<file path="config.mk">
export PLATFORM = sky130hd
export DESIGN_NAME = dual_half_general_timer
export DESIGN_NICKNAME = d
export VERILOG_FILES = /design/src/design/gtimer_pkg.sv /design/src/design/half_ctrl_if.sv /design/src/design/half_counter.sv /design/src/design/dual_half_general_timer.sv
export SDC_FILE = /design/constraint.sdc
export NUM_CORES = 1
export LEC_CHECK = 0
export ABC_CLOCK_PERIOD_IN_PS = 3770
export BUFFER_PORTS_ARGS = -buffer_cell sky130_fd_sc_hd__buf_2
export CELL_PAD_IN_SITES_DETAIL_PLACEMENT = 1
export CELL_PAD_IN_SITES_GLOBAL_PLACEMENT = 2
export CORE_ASPECT_RATIO = 1.75
export CORE_MARGIN = 5
export CORE_UTILIZATION = 34
export CTS_BUF_LIST = sky130_fd_sc_hd__clkbuf_16
export DETAILED_ROUTE_END_ITERATION = 6
export HOLD_SLACK_MARGIN = 0.03
export PLACE_DENSITY_LB_ADDON = 0.1
export SYNTH_ARGS = -nofsm -noshare
export SYNTH_HDL_FRONTEND = slang
export SYNTH_SLANG_ARGS = --single-unit
</file>
<file path="constraint.sdc">
create_clock -name clk_sys -period 3.77 [get_ports clk_sys]
set_clock_uncertainty 0.15 [all_clocks]
set_input_delay 0.377 -clock clk_sys [delete_from_list [all_inputs] [get_ports clk_sys]]
set_output_delay 0.377 -clock clk_sys [all_outputs]
set_load 0.1 [all_outputs]
</file>
<file path="src/design/gtimer_pkg.sv">
// constants shared by the dual half timer and its half counter
// assumes a single system clock domain
package gtimer_pkg;
  localparam logic [2:0]  CFG_32_PERIODIC = 3'h0;
  localparam logic [2:0]  CFG_32_CLOCK    = 3'h1;
  localparam logic [2:0]  CFG_SPLIT_16    = 3'h4;
  localparam logic [1:0]  MODE_ONE_SHOT   = 2'h1;
  localparam logic [1:0]  MODE_PERIODIC   = 2'h2;
  localparam logic [15:0] HALF_ONES       = 16'hffff;
  localparam logic [15:0] HALF_ZERO       = 16'h0000;
  localparam logic [7:0]  PRESCALE_RESET  = 8'h00;
  localparam logic [31:0] WORD_ZERO       = 32'h0000_0000;
  localparam logic [31:0] WORD_ONE        = 32'h0000_0001;
  localparam logic [31:0] WORD_INC        = 32'h0000_0001;
  localparam logic [15:0] HALF_DEC        = 16'h0001;
  localparam logic [7:0]  PRE_DEC         = 8'h01;
  // clock input edges per second tick
  localparam int          CLOCK_IN_HZ     = 32768;
  localparam logic [14:0] CLOCK_DIV_LAST  = 15'(CLOCK_IN_HZ - 1);
  localparam logic [14:0] CLOCK_DIV_ZERO  = 15'h0000;
  localparam logic [14:0] CLOCK_DIV_INC   = 15'h0001;
endpackage

</file>
<file path="src/design/half_ctrl_if.sv">
// signals passed between the timer top and one 16-bit half
// assumes both ends share clk_sys
`timescale 1ns/1ps
interface half_ctrl_if;
  logic        enable;
  logic        periodic;
  logic        stall;
  logic        load_we;
  logic [15:0] load_val;
  logic [7:0]  prescale;
  logic [15:0] count;
  logic        timeout;
  logic        stop;
  modport top  (output enable, periodic, stall, load_we, load_val, prescale,
                input count, timeout, stop);
  modport half (input enable, periodic, stall, load_we, load_val, prescale,
                output count, timeout, stop);
endinterface

</file>
<file path="src/design/half_counter.sv">
// one 16-bit down-counter with 8-bit prescaler, split mode only
// assumes config is steady while enabled
`timescale 1ns/1ps
module half_counter (
  // clock and reset
  input  wire logic   clk_sys,
  input  wire logic   rst_b,
  // control from top
  half_ctrl_if.half   ctl
);
  logic [15:0] cnt_r;
  logic [7:0]  pre_r;
  logic        at_zero;
  logic        step;
  logic        zero_seen_r;

  assign ctl.count = cnt_r;
  assign at_zero   = (cnt_r == gtimer_pkg::HALF_ZERO);
  assign step      = ctl.enable && !ctl.stall && (pre_r == gtimer_pkg::PRESCALE_RESET);
  assign ctl.timeout = step && at_zero && !zero_seen_r;
  assign ctl.stop    = ctl.timeout && !ctl.periodic;

  always_ff @(posedge clk_sys or negedge rst_b)
  begin
    if (!rst_b)
    begin
      cnt_r       <= gtimer_pkg::HALF_ONES;
      pre_r       <= gtimer_pkg::PRESCALE_RESET;
      zero_seen_r <= 1'b0;
    end
    else if (ctl.load_we)
    begin
      cnt_r       <= ctl.load_val;
      pre_r       <= ctl.prescale;
      zero_seen_r <= 1'b0;
    end
    else if (step)
    begin
      // reload happens on the step after zero so zero is seen for one tick
      if (at_zero && zero_seen_r)
      begin
        cnt_r       <= ctl.load_val;
        pre_r       <= ctl.prescale;
        zero_seen_r <= 1'b0;
      end
      else if (at_zero)
        zero_seen_r <= 1'b1;
      else
      begin
        cnt_r <= cnt_r - gtimer_pkg::HALF_DEC;
        pre_r <= ctl.prescale;
      end
    end
    else if (ctl.enable && !ctl.stall)
      pre_r <= pre_r - gtimer_pkg::PRE_DEC;
  end
endmodule

</file>
<file path="src/design/dual_half_general_timer.sv">
// general timer block: two 16-bit halves, 32-bit down counter, 32-bit clock counter
// assumes configuration changes only while disabled; clock pin is asynchronous
`timescale 1ns/1ps
module dual_half_general_timer (
  // clock and reset
  input  wire logic        clk_sys,
  input  wire logic        rst_b,
  // configuration
  input  wire logic [2:0]  configuration_selector,
  input  wire logic [1:0]  low_half_mode_field,
  input  wire logic [1:0]  half_mode_field_high,
  input  wire logic [7:0]  low_half_prescale_register,
  input  wire logic [7:0]  high_half_prescale_register,
  // control bits
  input  wire logic        low_half_enable_set,
  input  wire logic        low_half_enable_clr,
  input  wire logic        high_half_enable_set,
  input  wire logic        high_half_enable_clr,
  input  wire logic        low_half_stall_bit,
  input  wire logic        high_half_stall_bit,
  input  wire logic        low_trigger_output_enable,
  input  wire logic        high_trigger_output_enable,
  input  wire logic        clock_stall_ignore_enable,
  // load and match writes
  input  wire logic        low_load_we,
  input  wire logic [31:0] low_load_wdata,
  input  wire logic        high_load_we,
  input  wire logic [15:0] high_load_wdata,
  input  wire logic        match_we,
  input  wire logic [31:0] match_wdata,
  // mask and clear
  input  wire logic        low_timeout_mask,
  input  wire logic        high_timeout_mask,
  input  wire logic        clock_match_mask,
  input  wire logic        low_timeout_clear,
  input  wire logic        high_timeout_clear,
  input  wire logic        clock_match_clear_bit,
  // external 32.768 khz pin
  input  wire logic        capture_pin_zero,
  // status
  output logic             low_half_enable_bit,
  output logic             high_half_enable_bit,
  output logic [31:0]      low_half_counter_value,
  output logic [15:0]      high_half_counter_value,
  output logic [31:0]      low_half_interval_load,
  output logic [15:0]      high_half_interval_load,
  output logic             low_timeout_raw_flag,
  output logic             high_timeout_raw_flag,
  output logic             clock_match_raw_flag,
  output logic             low_timeout_masked_flag,
  output logic             high_timeout_masked_flag,
  output logic             clock_match_masked_flag,
  output logic             timer_irq,
  output logic             converter_trigger
);
  half_ctrl_if lo_if ();
  half_ctrl_if hi_if ();

  logic        en_lo_r, en_hi_r;
  logic [15:0] ld_lo_r, ld_hi_r;
  logic [31:0] cnt32_r, match_r;
  logic        zero32_seen_r;
  logic        raw_lo_r, raw_hi_r, raw_rtc_r;
  logic        trig_r, irq_r;
  logic [31:0] cnt_view_r;
  logic        mis_lo_r, mis_hi_r, mis_rtc_r;
  logic [1:0]  pin_sync_r;
  logic        pin_prev_r;
  logic [14:0] div_r;
  logic        rtc_active_r;

  wire mode32   = (configuration_selector == gtimer_pkg::CFG_32_PERIODIC);
  wire mode_rtc = (configuration_selector == gtimer_pkg::CFG_32_CLOCK);
  wire split    = (configuration_selector == gtimer_pkg::CFG_SPLIT_16);
  wire wide     = mode32 || mode_rtc;
  wire periodic32 = (low_half_mode_field == gtimer_pkg::MODE_PERIODIC);
  wire run32    = mode32 && en_lo_r && !low_half_stall_bit;
  wire zero32   = (cnt32_r == gtimer_pkg::WORD_ZERO);
  wire tmo32    = run32 && zero32 && !zero32_seen_r;
  wire stop32   = tmo32 && !periodic32;
  wire rtc_stalled = (low_half_stall_bit || high_half_stall_bit) && !clock_stall_ignore_enable;
  wire pin_rise = pin_sync_r[1] && !pin_prev_r;
  wire sec_tick = pin_rise && (div_r == gtimer_pkg::CLOCK_DIV_LAST);
  wire rtc_step = mode_rtc && en_lo_r && !rtc_stalled && sec_tick;
  wire rtc_hit  = rtc_step && (cnt32_r == match_r);
  wire tmo_lo   = wide ? tmo32 : (split && lo_if.timeout);
  wire tmo_hi   = split && hi_if.timeout;
  wire [31:0] load32 = {ld_hi_r, ld_lo_r};
  wire stop_lo  = wide ? stop32 : (split && lo_if.stop);
  wire stop_hi  = split && hi_if.stop;
  wire raw_lo_nxt  = tmo_lo || (raw_lo_r && !low_timeout_clear);
  wire raw_hi_nxt  = tmo_hi || (raw_hi_r && !high_timeout_clear);
  wire raw_rtc_nxt = rtc_hit || (raw_rtc_r && !clock_match_clear_bit);

  assign lo_if.enable   = split && en_lo_r;
  assign lo_if.periodic = (low_half_mode_field == gtimer_pkg::MODE_PERIODIC);
  assign lo_if.stall    = low_half_stall_bit;
  assign lo_if.load_we  = split && low_load_we;
  assign lo_if.load_val = split && low_load_we ? low_load_wdata[15:0] : ld_lo_r;
  assign lo_if.prescale = low_half_prescale_register;
  assign hi_if.enable   = split && en_hi_r;
  assign hi_if.periodic = (half_mode_field_high == gtimer_pkg::MODE_PERIODIC);
  assign hi_if.stall    = high_half_stall_bit;
  assign hi_if.load_we  = split && high_load_we;
  assign hi_if.load_val = split && high_load_we ? high_load_wdata : ld_hi_r;
  assign hi_if.prescale = high_half_prescale_register;

  half_counter u_lo (
    .clk_sys (clk_sys),
    .rst_b   (rst_b),
    .ctl     (lo_if.half)
  );

  half_counter u_hi (
    .clk_sys (clk_sys),
    .rst_b   (rst_b),
    .ctl     (hi_if.half)
  );

  // pin synchroniser; only the second stage feeds edge detection
  always_ff @(posedge clk_sys or negedge rst_b)
  begin
    if (!rst_b)
    begin
      pin_sync_r <= 2'h0;
      pin_prev_r <= 1'b0;
      div_r      <= gtimer_pkg::CLOCK_DIV_ZERO;
    end
    else
    begin
      pin_sync_r <= {pin_sync_r[0], capture_pin_zero};
      pin_prev_r <= pin_sync_r[1];
      if (!(mode_rtc && en_lo_r))
        div_r <= gtimer_pkg::CLOCK_DIV_ZERO;
      else if (sec_tick)
        div_r <= gtimer_pkg::CLOCK_DIV_ZERO;
      else if (pin_rise)
        div_r <= div_r + gtimer_pkg::CLOCK_DIV_INC;
    end
  end

  // enables: hardware stop of a one-shot wins over a software set in that cycle
  always_ff @(posedge clk_sys or negedge rst_b)
  begin
    if (!rst_b)
    begin
      en_lo_r <= 1'b0;
      en_hi_r <= 1'b0;
    end
    else
    begin
      en_lo_r <= !stop_lo && (low_half_enable_set || (en_lo_r && !low_half_enable_clr));
      en_hi_r <= !stop_hi && (high_half_enable_set || (en_hi_r && !high_half_enable_clr));
    end
  end

  // load registers
  always_ff @(posedge clk_sys or negedge rst_b)
  begin
    if (!rst_b)
    begin
      ld_lo_r <= gtimer_pkg::HALF_ONES;
      ld_hi_r <= gtimer_pkg::HALF_ONES;
      match_r <= gtimer_pkg::WORD_ZERO;
    end
    else
    begin
      if (low_load_we && wide)
      begin
        ld_lo_r <= low_load_wdata[15:0];
        ld_hi_r <= low_load_wdata[31:16];
      end
      else
      begin
        if (low_load_we)
          ld_lo_r <= low_load_wdata[15:0];
        if (high_load_we)
          ld_hi_r <= high_load_wdata;
      end
      if (match_we)
        match_r <= match_wdata;
    end
  end

  // 32-bit counter shared by down and clock modes
  always_ff @(posedge clk_sys or negedge rst_b)
  begin
    if (!rst_b)
    begin
      cnt32_r       <= {gtimer_pkg::HALF_ONES, gtimer_pkg::HALF_ONES};
      zero32_seen_r <= 1'b0;
      rtc_active_r  <= 1'b0;
    end
    else
    begin
      rtc_active_r <= mode_rtc;
      if (mode_rtc && !rtc_active_r)
        cnt32_r <= gtimer_pkg::WORD_ONE;
      else if (mode32 && low_load_we)
      begin
        cnt32_r       <= low_load_wdata;
        zero32_seen_r <= 1'b0;
      end
      else if (rtc_hit)
        cnt32_r <= gtimer_pkg::WORD_ZERO;
      else if (rtc_step)
        cnt32_r <= cnt32_r + gtimer_pkg::WORD_INC;
      else if (run32)
      begin
        if (zero32 && zero32_seen_r)
        begin
          cnt32_r       <= load32;
          zero32_seen_r <= 1'b0;
        end
        else if (zero32)
          zero32_seen_r <= 1'b1;
        else
          cnt32_r <= cnt32_r - gtimer_pkg::WORD_INC;
      end
    end
  end

  // sticky status: a new event wins over a clear in the same cycle
  always_ff @(posedge clk_sys or negedge rst_b)
  begin
    if (!rst_b)
    begin
      raw_lo_r  <= 1'b0;
      raw_hi_r  <= 1'b0;
      raw_rtc_r <= 1'b0;
      mis_lo_r  <= 1'b0;
      mis_hi_r  <= 1'b0;
      mis_rtc_r <= 1'b0;
      irq_r     <= 1'b0;
      trig_r    <= 1'b0;
    end
    else
    begin
      raw_lo_r  <= raw_lo_nxt;
      raw_hi_r  <= raw_hi_nxt;
      raw_rtc_r <= raw_rtc_nxt;
      mis_lo_r  <= raw_lo_nxt && low_timeout_mask;
      mis_hi_r  <= raw_hi_nxt && high_timeout_mask;
      mis_rtc_r <= raw_rtc_nxt && clock_match_mask;
      irq_r     <= (raw_lo_nxt && low_timeout_mask) || (raw_hi_nxt && high_timeout_mask)
                   || (raw_rtc_nxt && clock_match_mask);
      trig_r    <= (tmo_lo && low_trigger_output_enable)
                   || (tmo_hi && high_trigger_output_enable);
    end
  end

  // registered view of the count; enables drive their outputs directly
  always_ff @(posedge clk_sys or negedge rst_b)
  begin
    if (!rst_b)
      cnt_view_r <= {gtimer_pkg::HALF_ONES, gtimer_pkg::HALF_ONES};
    else
      cnt_view_r <= wide ? cnt32_r : {hi_if.count, lo_if.count};
  end

  assign low_half_enable_bit      = en_lo_r;
  assign high_half_enable_bit     = en_hi_r;
  assign low_half_counter_value   = wide ? cnt_view_r : {gtimer_pkg::HALF_ZERO, cnt_view_r[15:0]};
  assign high_half_counter_value  = cnt_view_r[31:16];
  assign low_half_interval_load   = wide ? load32 : {gtimer_pkg::HALF_ZERO, ld_lo_r};
  assign high_half_interval_load  = ld_hi_r;
  assign low_timeout_raw_flag     = raw_lo_r;
  assign high_timeout_raw_flag    = raw_hi_r;
  assign clock_match_raw_flag     = raw_rtc_r;
  assign low_timeout_masked_flag  = mis_lo_r;
  assign high_timeout_masked_flag = mis_hi_r;
  assign clock_match_masked_flag  = mis_rtc_r;
  assign timer_irq                = irq_r;
  assign converter_trigger        = trig_r;
endmodule

</file>
==> impl_metrics.ini, run 1 <==
[drt]
wl_per_cell_um = 22.8
first_pass_iters = 4
drt-total-wl_um = 50200
met1Wirelength_um = 18600
met3WireLength_um = 1920
first_iter_violations = 497
drc = 0
routed.top_layer = met4
via_per_inst = 5.50
vias = 12100
met2_length_um = 27400
antenna_left = 0

[setup_path]
critPathSlowestCell = or4_1
cpPeakStageDelay_ps = 650
path_class = flop to flop
cp.arrival_ps = 3920
cp-end-kind = flop
worstPathMaxFanout = 13
cp-start-kind = flop
crit_top_cell = buf_4
crit_chain = inv_1 > ha_1 > nor3b_1 > nand4_1 > buf_4 > or4_1 > o32ai_1 > buf_4 > a22o_1 > dlygate4sd3_1
required_ps = 4090

[die]
die_h_um = 263
fp.coreArea_um2 = 36100
row_count = 92
dieWidth_um = 155
fp.dieArea_um2 = 40700
ios = 230
initial_utilization = 0.344

[global_route]
grt_max_degree = 74
overflow = 0
grt_pass1_wl_um = 76600
grt_pass1_vias = 12900
antenna_found_initial = 2
gr-usage-all-layers = 0.240

[clock_network]
cts_tree = built
cts_buffers = 23
root_buffer = clkbuf_16
path_clk_slew_ps = 70
cts_buffer_depth = 3
ctsResizeCount = 0
cts.sinks = 208
htreeDepth = 1
cts_setup_buffers = 0
clock_latency_ps = 530

[final_layout]
nNetsFinal = 1847
final_common_cell = buf_2
synthToLayoutAreaGrowth_pct = 29.0
final_layout_size_suffix_gt1_frac = 0.306
final_cell_mix = buf_2, dfstp_2, nor2_1, nand2_1, o21ai_0
fill_cells = 4253

[synthesis]
ys_ff_latch = 208
syn_area_um2 = 12400
synth_seq_area_share = 0.431
yosysWarnings = 0
synth-edff-count = 0
syn_avg_cell_area_um2 = 8.90
syn_inst = 1397
yosysUniqueCellTypes = 69
synth-main-ff-cell = dfstp_2
syn_nets = 1532
async_reset_ff_frac = 1.00

[sta]
fin_tns_setup_ps = 0
finalSetupViolCount = 0
period_share = 0.956
hold_viol_final = 0
slew_viol_final = 0
min_period_ps = 3600
rsz0062_at_grt = false
max_freq_ghz = 0.278
worst_pin_slew_ps = 720
max_slew_margin = 0.515

[placed_design]
port_buffers = 229
dp_hpwl_um = 37000
place_congestion = 0.853

[power_and_ir_drop]
ir_drop_uv = 357
cellPowerDensity_nw_per_um2 = 504
p_leak_nw = 6.67
power.total_w = 0.00809

[run]
cap_violations = 0

[hold_path]
hp-class = primary input to flop

[status]
status = finished clean
[synthesized netlist by cell type (6+ instances only)]
cell      instances  area [um^2]
mux2i_1          18          180
nor4_1           26          163
xnor2_1          15          131
and2_1           41          257
a21oi_1          99          495
o21ai_0         112          561
dfrtp_1          80         2000
ha_1             11          138
a211oi_1         16          120
nor3b_1           6         45.0
mux2_2           70          788
o31ai_1           7         52.6
nand3_1          37          185
inv_1            36          135
and3_1            7         43.8
buf_2             8         40.0
buf_1            10         37.5
dfstp_2         128         3360
nor3_1           49          245
xor2_1           53          464
o211ai_1         12         90.1
o21ai_1          15         75.1
a31oi_1          17          106
nand4_1          28          175
and4_1           12          105
or3_1            20          125
a22oi_1          27          203
clkbuf_1         86          323
or4_1            10         75.1
nand2_1         112          420
nand2b_1          7         43.8
nor2_1          129          484
o22ai_1          21          131
[power by group]
part	total [W]	switching, W	internal [W]
Combinational	0.00262	0.00183	0.000788
Sequential	0.00325	0.000496	0.00276
Clock	0.00221	0.000993	0.00122
Total	0.00809	0.00332	0.00477
[critical path: cells and delay by family, from the launching register on]
| family | cells | cell delay [ps] |
|---|---|---|
| compound gates | 2 | 420 |
| simple gates | 3 | 1150 |
| buf+inv | 4 | 1130 |
| flops | 1 | 440 |
| fa+ha+maj | 1 | 230 |
[kinds of logic (layout without fill, tap and decap cells)]
| group | Yosys count | in the layout | share of synthesized area |
|---|---|---|---|
| AOI/OAI and AO/OA | 379 | 379 | 0.186 |
| xor gates and xnor gates | 68 | 68 | 0.0479 |
| adders and majority gates | 11 | 11 | 0.0111 |
| buffers and inverters | 140 | 471 | 0.0431 |
| DFF | 208 | 208 | 0.431 |
| muxes | 88 | 88 | 0.0779 |
| other | 0 | 1 | 0 |
| and+or+nand+nor | 503 | 503 | 0.203 |
[per-layer routing]
layer | vias to the layer above | global-route usage
met3 | 108 | 0.0268
met1 | 6038 | 0.264
met2 | 294 | 0.459
met4 | 0 | 0.102
met5 | - | 0
li1 | 5665 | -
[cell type report]
| class | count | area (um^2) | share of cell area |
|---|---|---|---|
| Inverter | 36 | 135 | 0.00842 |
| Tap cell | 470 | 588 | 0.0367 |
| Clock buffer | 24 | 601 | 0.0374 |
| Clock inverter | 17 | 111 | 0.00694 |
| Timing Repair Buffer | 394 | 2680 | 0.167 |
| Antenna cell | 1 | 2.50 | 0.000156 |
| Sequential cell | 208 | 5370 | 0.334 |
| Multi-Input combinational cell | 1049 | 6560 | 0.409 |
[what timing repair did]
item,CTS,global route
hold buffers,111,0
hold endpoints to repair,204,0
endpoints found under the setup margin,0,0
[flip-flops by register name, indices dropped and copies added, names as in the netlist, 2 cells and up]
register                 flops
div_r                       15
u_hi.ctl.count              16
ld_lo_r                     16
pin_sync_r                   2
u_lo.ctl.count              16
cnt_view_r                  32
u_hi.pre_r                   8
high_half_interval_load     16
match_r                     32
cnt32_r                     32
u_lo.pre_r                   8
[worst paths after layout]
check                                          startpoint                     endpoint  slack, ps  cells after the start
max in group asynchronous                           rst_b      ld_lo_r[11]$_DFFE_PN1P_       2280                      3
min                        high_half_prescale_register[0]    u_hi.pre_r[0]$_DFFE_PN0P_         50                      4
min in group asynchronous                           rst_b      match_r[21]$_DFFE_PN0P_        250                      2
max reg2reg                        cnt32_r[0]$_DFFE_PN1P_  converter_trigger$_DFF_PN0_        170                     10
min reg2reg                       pin_sync_r[0]$_DFF_PN0_      pin_sync_r[1]$_DFF_PN0_        210                      0
max                                cnt32_r[0]$_DFFE_PN1P_  converter_trigger$_DFF_PN0_        170                     10
[through the flow]
step	instances	worst slack (ps)	hold WS (ps)	utilization	area, um^2
final	2199	167	46.3	0.444	16000
after global routing	2199	77.1	33.2	0.444	16000
after CTS	2198	201	31.7	0.444	16000
after detailed placement	2046	313	198	0.393	14200
after global placement	2046	351	182	0.393	14200
after floorplan	1397	169	-68.6	-	12400
(Power assumes the default switching activity.)
==> run 2, diff against run 1 <==
- ABC_CLOCK_PERIOD_IN_PS: 3770 -> 2950
- CORE_UTILIZATION: 34 -> 31
- clock period: 3.77 -> 2.95 ns (I/O delays scaled with it)
==> run 2 against run 1 <==
The flow now finishes with violations (setup timing). Core utilization down 1.3 points. Routed wire length rose by 4.4%. Clock-buffer cell count is 1 higher. Global-route usage down 1.0 points. Worst hold slack improved by 17 ps. Non-clock buffer count is 81 higher. Via count rose by 2.2%. Highest routed layer unchanged.
==> impl_metrics.ini, run 2 (synthesis results as in run 1) <==
[global_route]
grt_pass1_wl_um = 80000
grt.busiest_layer = met2
gr-usage-met1 = 0.251
grt_max_degree = 68
met2_usage = 0.456
antenna_found_initial = 0
overflow = 0
gr-usage-all-layers = 0.230
met3_usage = 0.0211
grt_pass1_vias = 13500

[clock_network]
cts_buffer_depth = 3
cts_buffers = 24
htreeDepth = 1
root_buffer = clkbuf_16
cts.sinks = 208
clock_latency_ps = 550
cts_tree = built
path_clk_slew_ps = 70

[setup_path]
path_class = flop to flop
cp.arrival_ps = 3290
required_ps = 3280
worstPathMaxFanout = 6
cp-end-kind = flop
cp-start-kind = flop
crit_top_cell = or4_4
r2r_cells = 7
cpPeakStageDelay_ps = 560
critPathSlowestCell = or4b_4
crit_chain = or4_4 > or4b_4 > or4_4 > o211a_1 > a211oi_2 > nor3_1 > a221o_1

[power_and_ir_drop]
power_frac_clock = 0.287
p_sw_w = 0.00444
cellPowerDensity_nw_per_um2 = 631
pwr-share-comb = 0.337
seq_power_share = 0.376
switching_share = 0.409
intPower_w = 0.00640
p_leak_nw = 7.21
ir_drop_uv = 481

[drt]
first_iter_violations = 512
drc = 0
antenna_left = 0
via_per_inst = 5.36
first_pass_iters = 4
wl_per_cell_um = 22.7
drt-total-wl_um = 52400
vias = 12400

[final_layout]
synthToLayoutAreaGrowth_pct = 38.2
final_layout_size_suffix_gt1_frac = 0.354
final_common_cell = buf_2
top_regs = cnt32_r x32, cnt_view_r x32, match_r x32
antennaDiodeCount = 0
nNetsFinal = 1929
final_cell_mix = buf_2, dfstp_2, nor2_1, dlygate4sd3_1, nand2_1

[sta]
rsz0062_at_grt = true
worst_pin_slew_ps = 808
finalSetupViolCount = 1
slew_viol_final = 0
finalWorstSetupSlack_ps = -9.07
hold_viol_final = 0
hold_slack_ps = 63.6
max_slew_margin = 0.455
fin_tns_setup_ps = -9.07
period_share = 1.00
max_freq_ghz = 0.338
min_period_ps = 2960

[hold_path]
whs_path_depth = 4
hp-class = primary input to flop

[run]
cap_violations = 0

[die]
row_count = 97
fp.coreArea_um2 = 39900
ios = 230
die_h_um = 275
initial_utilization = 0.312
fp.dieArea_um2 = 44400
dieWidth_um = 161

[placed_design]
dpl_worst_slack_ps = -246
dp_hpwl_um = 39300
port_buffers = 229
place_congestion = 0.924

[status]
failed_checks = setup timing
status = finished with violations
run 2: cell count changes in the layout (fill, tap and decap cells not counted), moves of 4 or more:
| cell | change |
|---|---|
| nor2_1 | -7 |
| buf_6 | +6 |
| buf_4 | +53 |
| o21ai_0 | -9 |
| nor3_1 | -4 |
| o21ai_1 | +8 |
| buf_12 | +14 |
| dlygate4sd3_1 | +7 |
| nor3_2 | +4 |
| nor2_2 | +6 |
run 2: worst max-delay path, delay by kind of cell, from the launching register on:
family	cells	cell delay (ps)
compound gates	3	700
flops	1	370
simple gates	4	1680
run 2: what timing repair did:
| action | in CTS | in global routing |
|---|---|---|
| setup endpoints to repair | 37 | 37 |
| gates resized for setup | 18 | 34 |
| pin swaps | 6 | 8 |
| hold endpoints to repair | 225 | 0 |
| hold buffers | 118 | 0 |
| buffers inserted | 1 | 1 |
| gates cloned | 0 | 1 |
run 2: worst paths after layout:
kind,start,endpoint,slack (ps)
max,cnt32_r[27]$_DFFE_PN1P_,cnt32_r[24]$_DFFE_PN1P_,-9
min,configuration_selector[0],rtc_active_r$_DFF_PN0_,60
max reg2reg,cnt32_r[27]$_DFFE_PN1P_,cnt32_r[24]$_DFFE_PN1P_,-9
min reg2reg,pin_sync_r[0]$_DFF_PN0_,pin_sync_r[1]$_DFF_PN0_,210
max in group asynchronous,rst_b,u_lo.ctl.count[11]$_DFFE_PN1P_,1670
min in group asynchronous,rst_b,match_r[27]$_DFFE_PN0P_,160
run 2: cell type report:
type | instances | area [um^2]
multi-input combinational | 1049 | 6740
tap | 495 | 619
clock buffer | 25 | 626
timing repair buffer | 475 | 3520
clock inverter | 19 | 174
sequential | 208 | 5370
fill | 4603 | 22700
inverter | 36 | 135
run 2: power groups by stage:
| stage | clock (W) | sequential, W | combinational (W) |
|---|---|---|---|
| 6_report | 0.00311 | 0.00408 | 0.00365 |
| 5_1_grt | 0.00332 | 0.00415 | 0.00389 |
| 4_1_cts | 0.00322 | 0.00407 | 0.00366 |
| 3_5_place_dp | 0 | 0.00411 | 0.00350 |
| 3_3_place_gp | 0 | 0.00410 | 0.00345 |
| 2_1_floorplan | 0 | 0.00494 | 0.00153 |
run 2: routing by layer:
| layer | vias to the layer above | share of wire |
|---|---|---|
| li1 | 5843 | - |
| met1 | 6200 | 0.38 |
| met2 | 242 | 0.56 |
| met3 | 82 | 0.029 |
| met4 | 0 | 0.036 |
| met5 | - | 0 |
run 2: through the flow:
step | util | cell area [um^2] | cells | power [W]
final | 0.430 | 17200 | 2307 | 0.0108
after global routing | 0.430 | 17200 | 2307 | 0.0114
after CTS | 0.427 | 17000 | 2306 | 0.0109
after detailed placement | 0.375 | 15000 | 2143 | 0.00761
after global placement | 0.375 | 15000 | 2143 | 0.00755
after floorplan | - | 12500 | 1397 | 0.00647
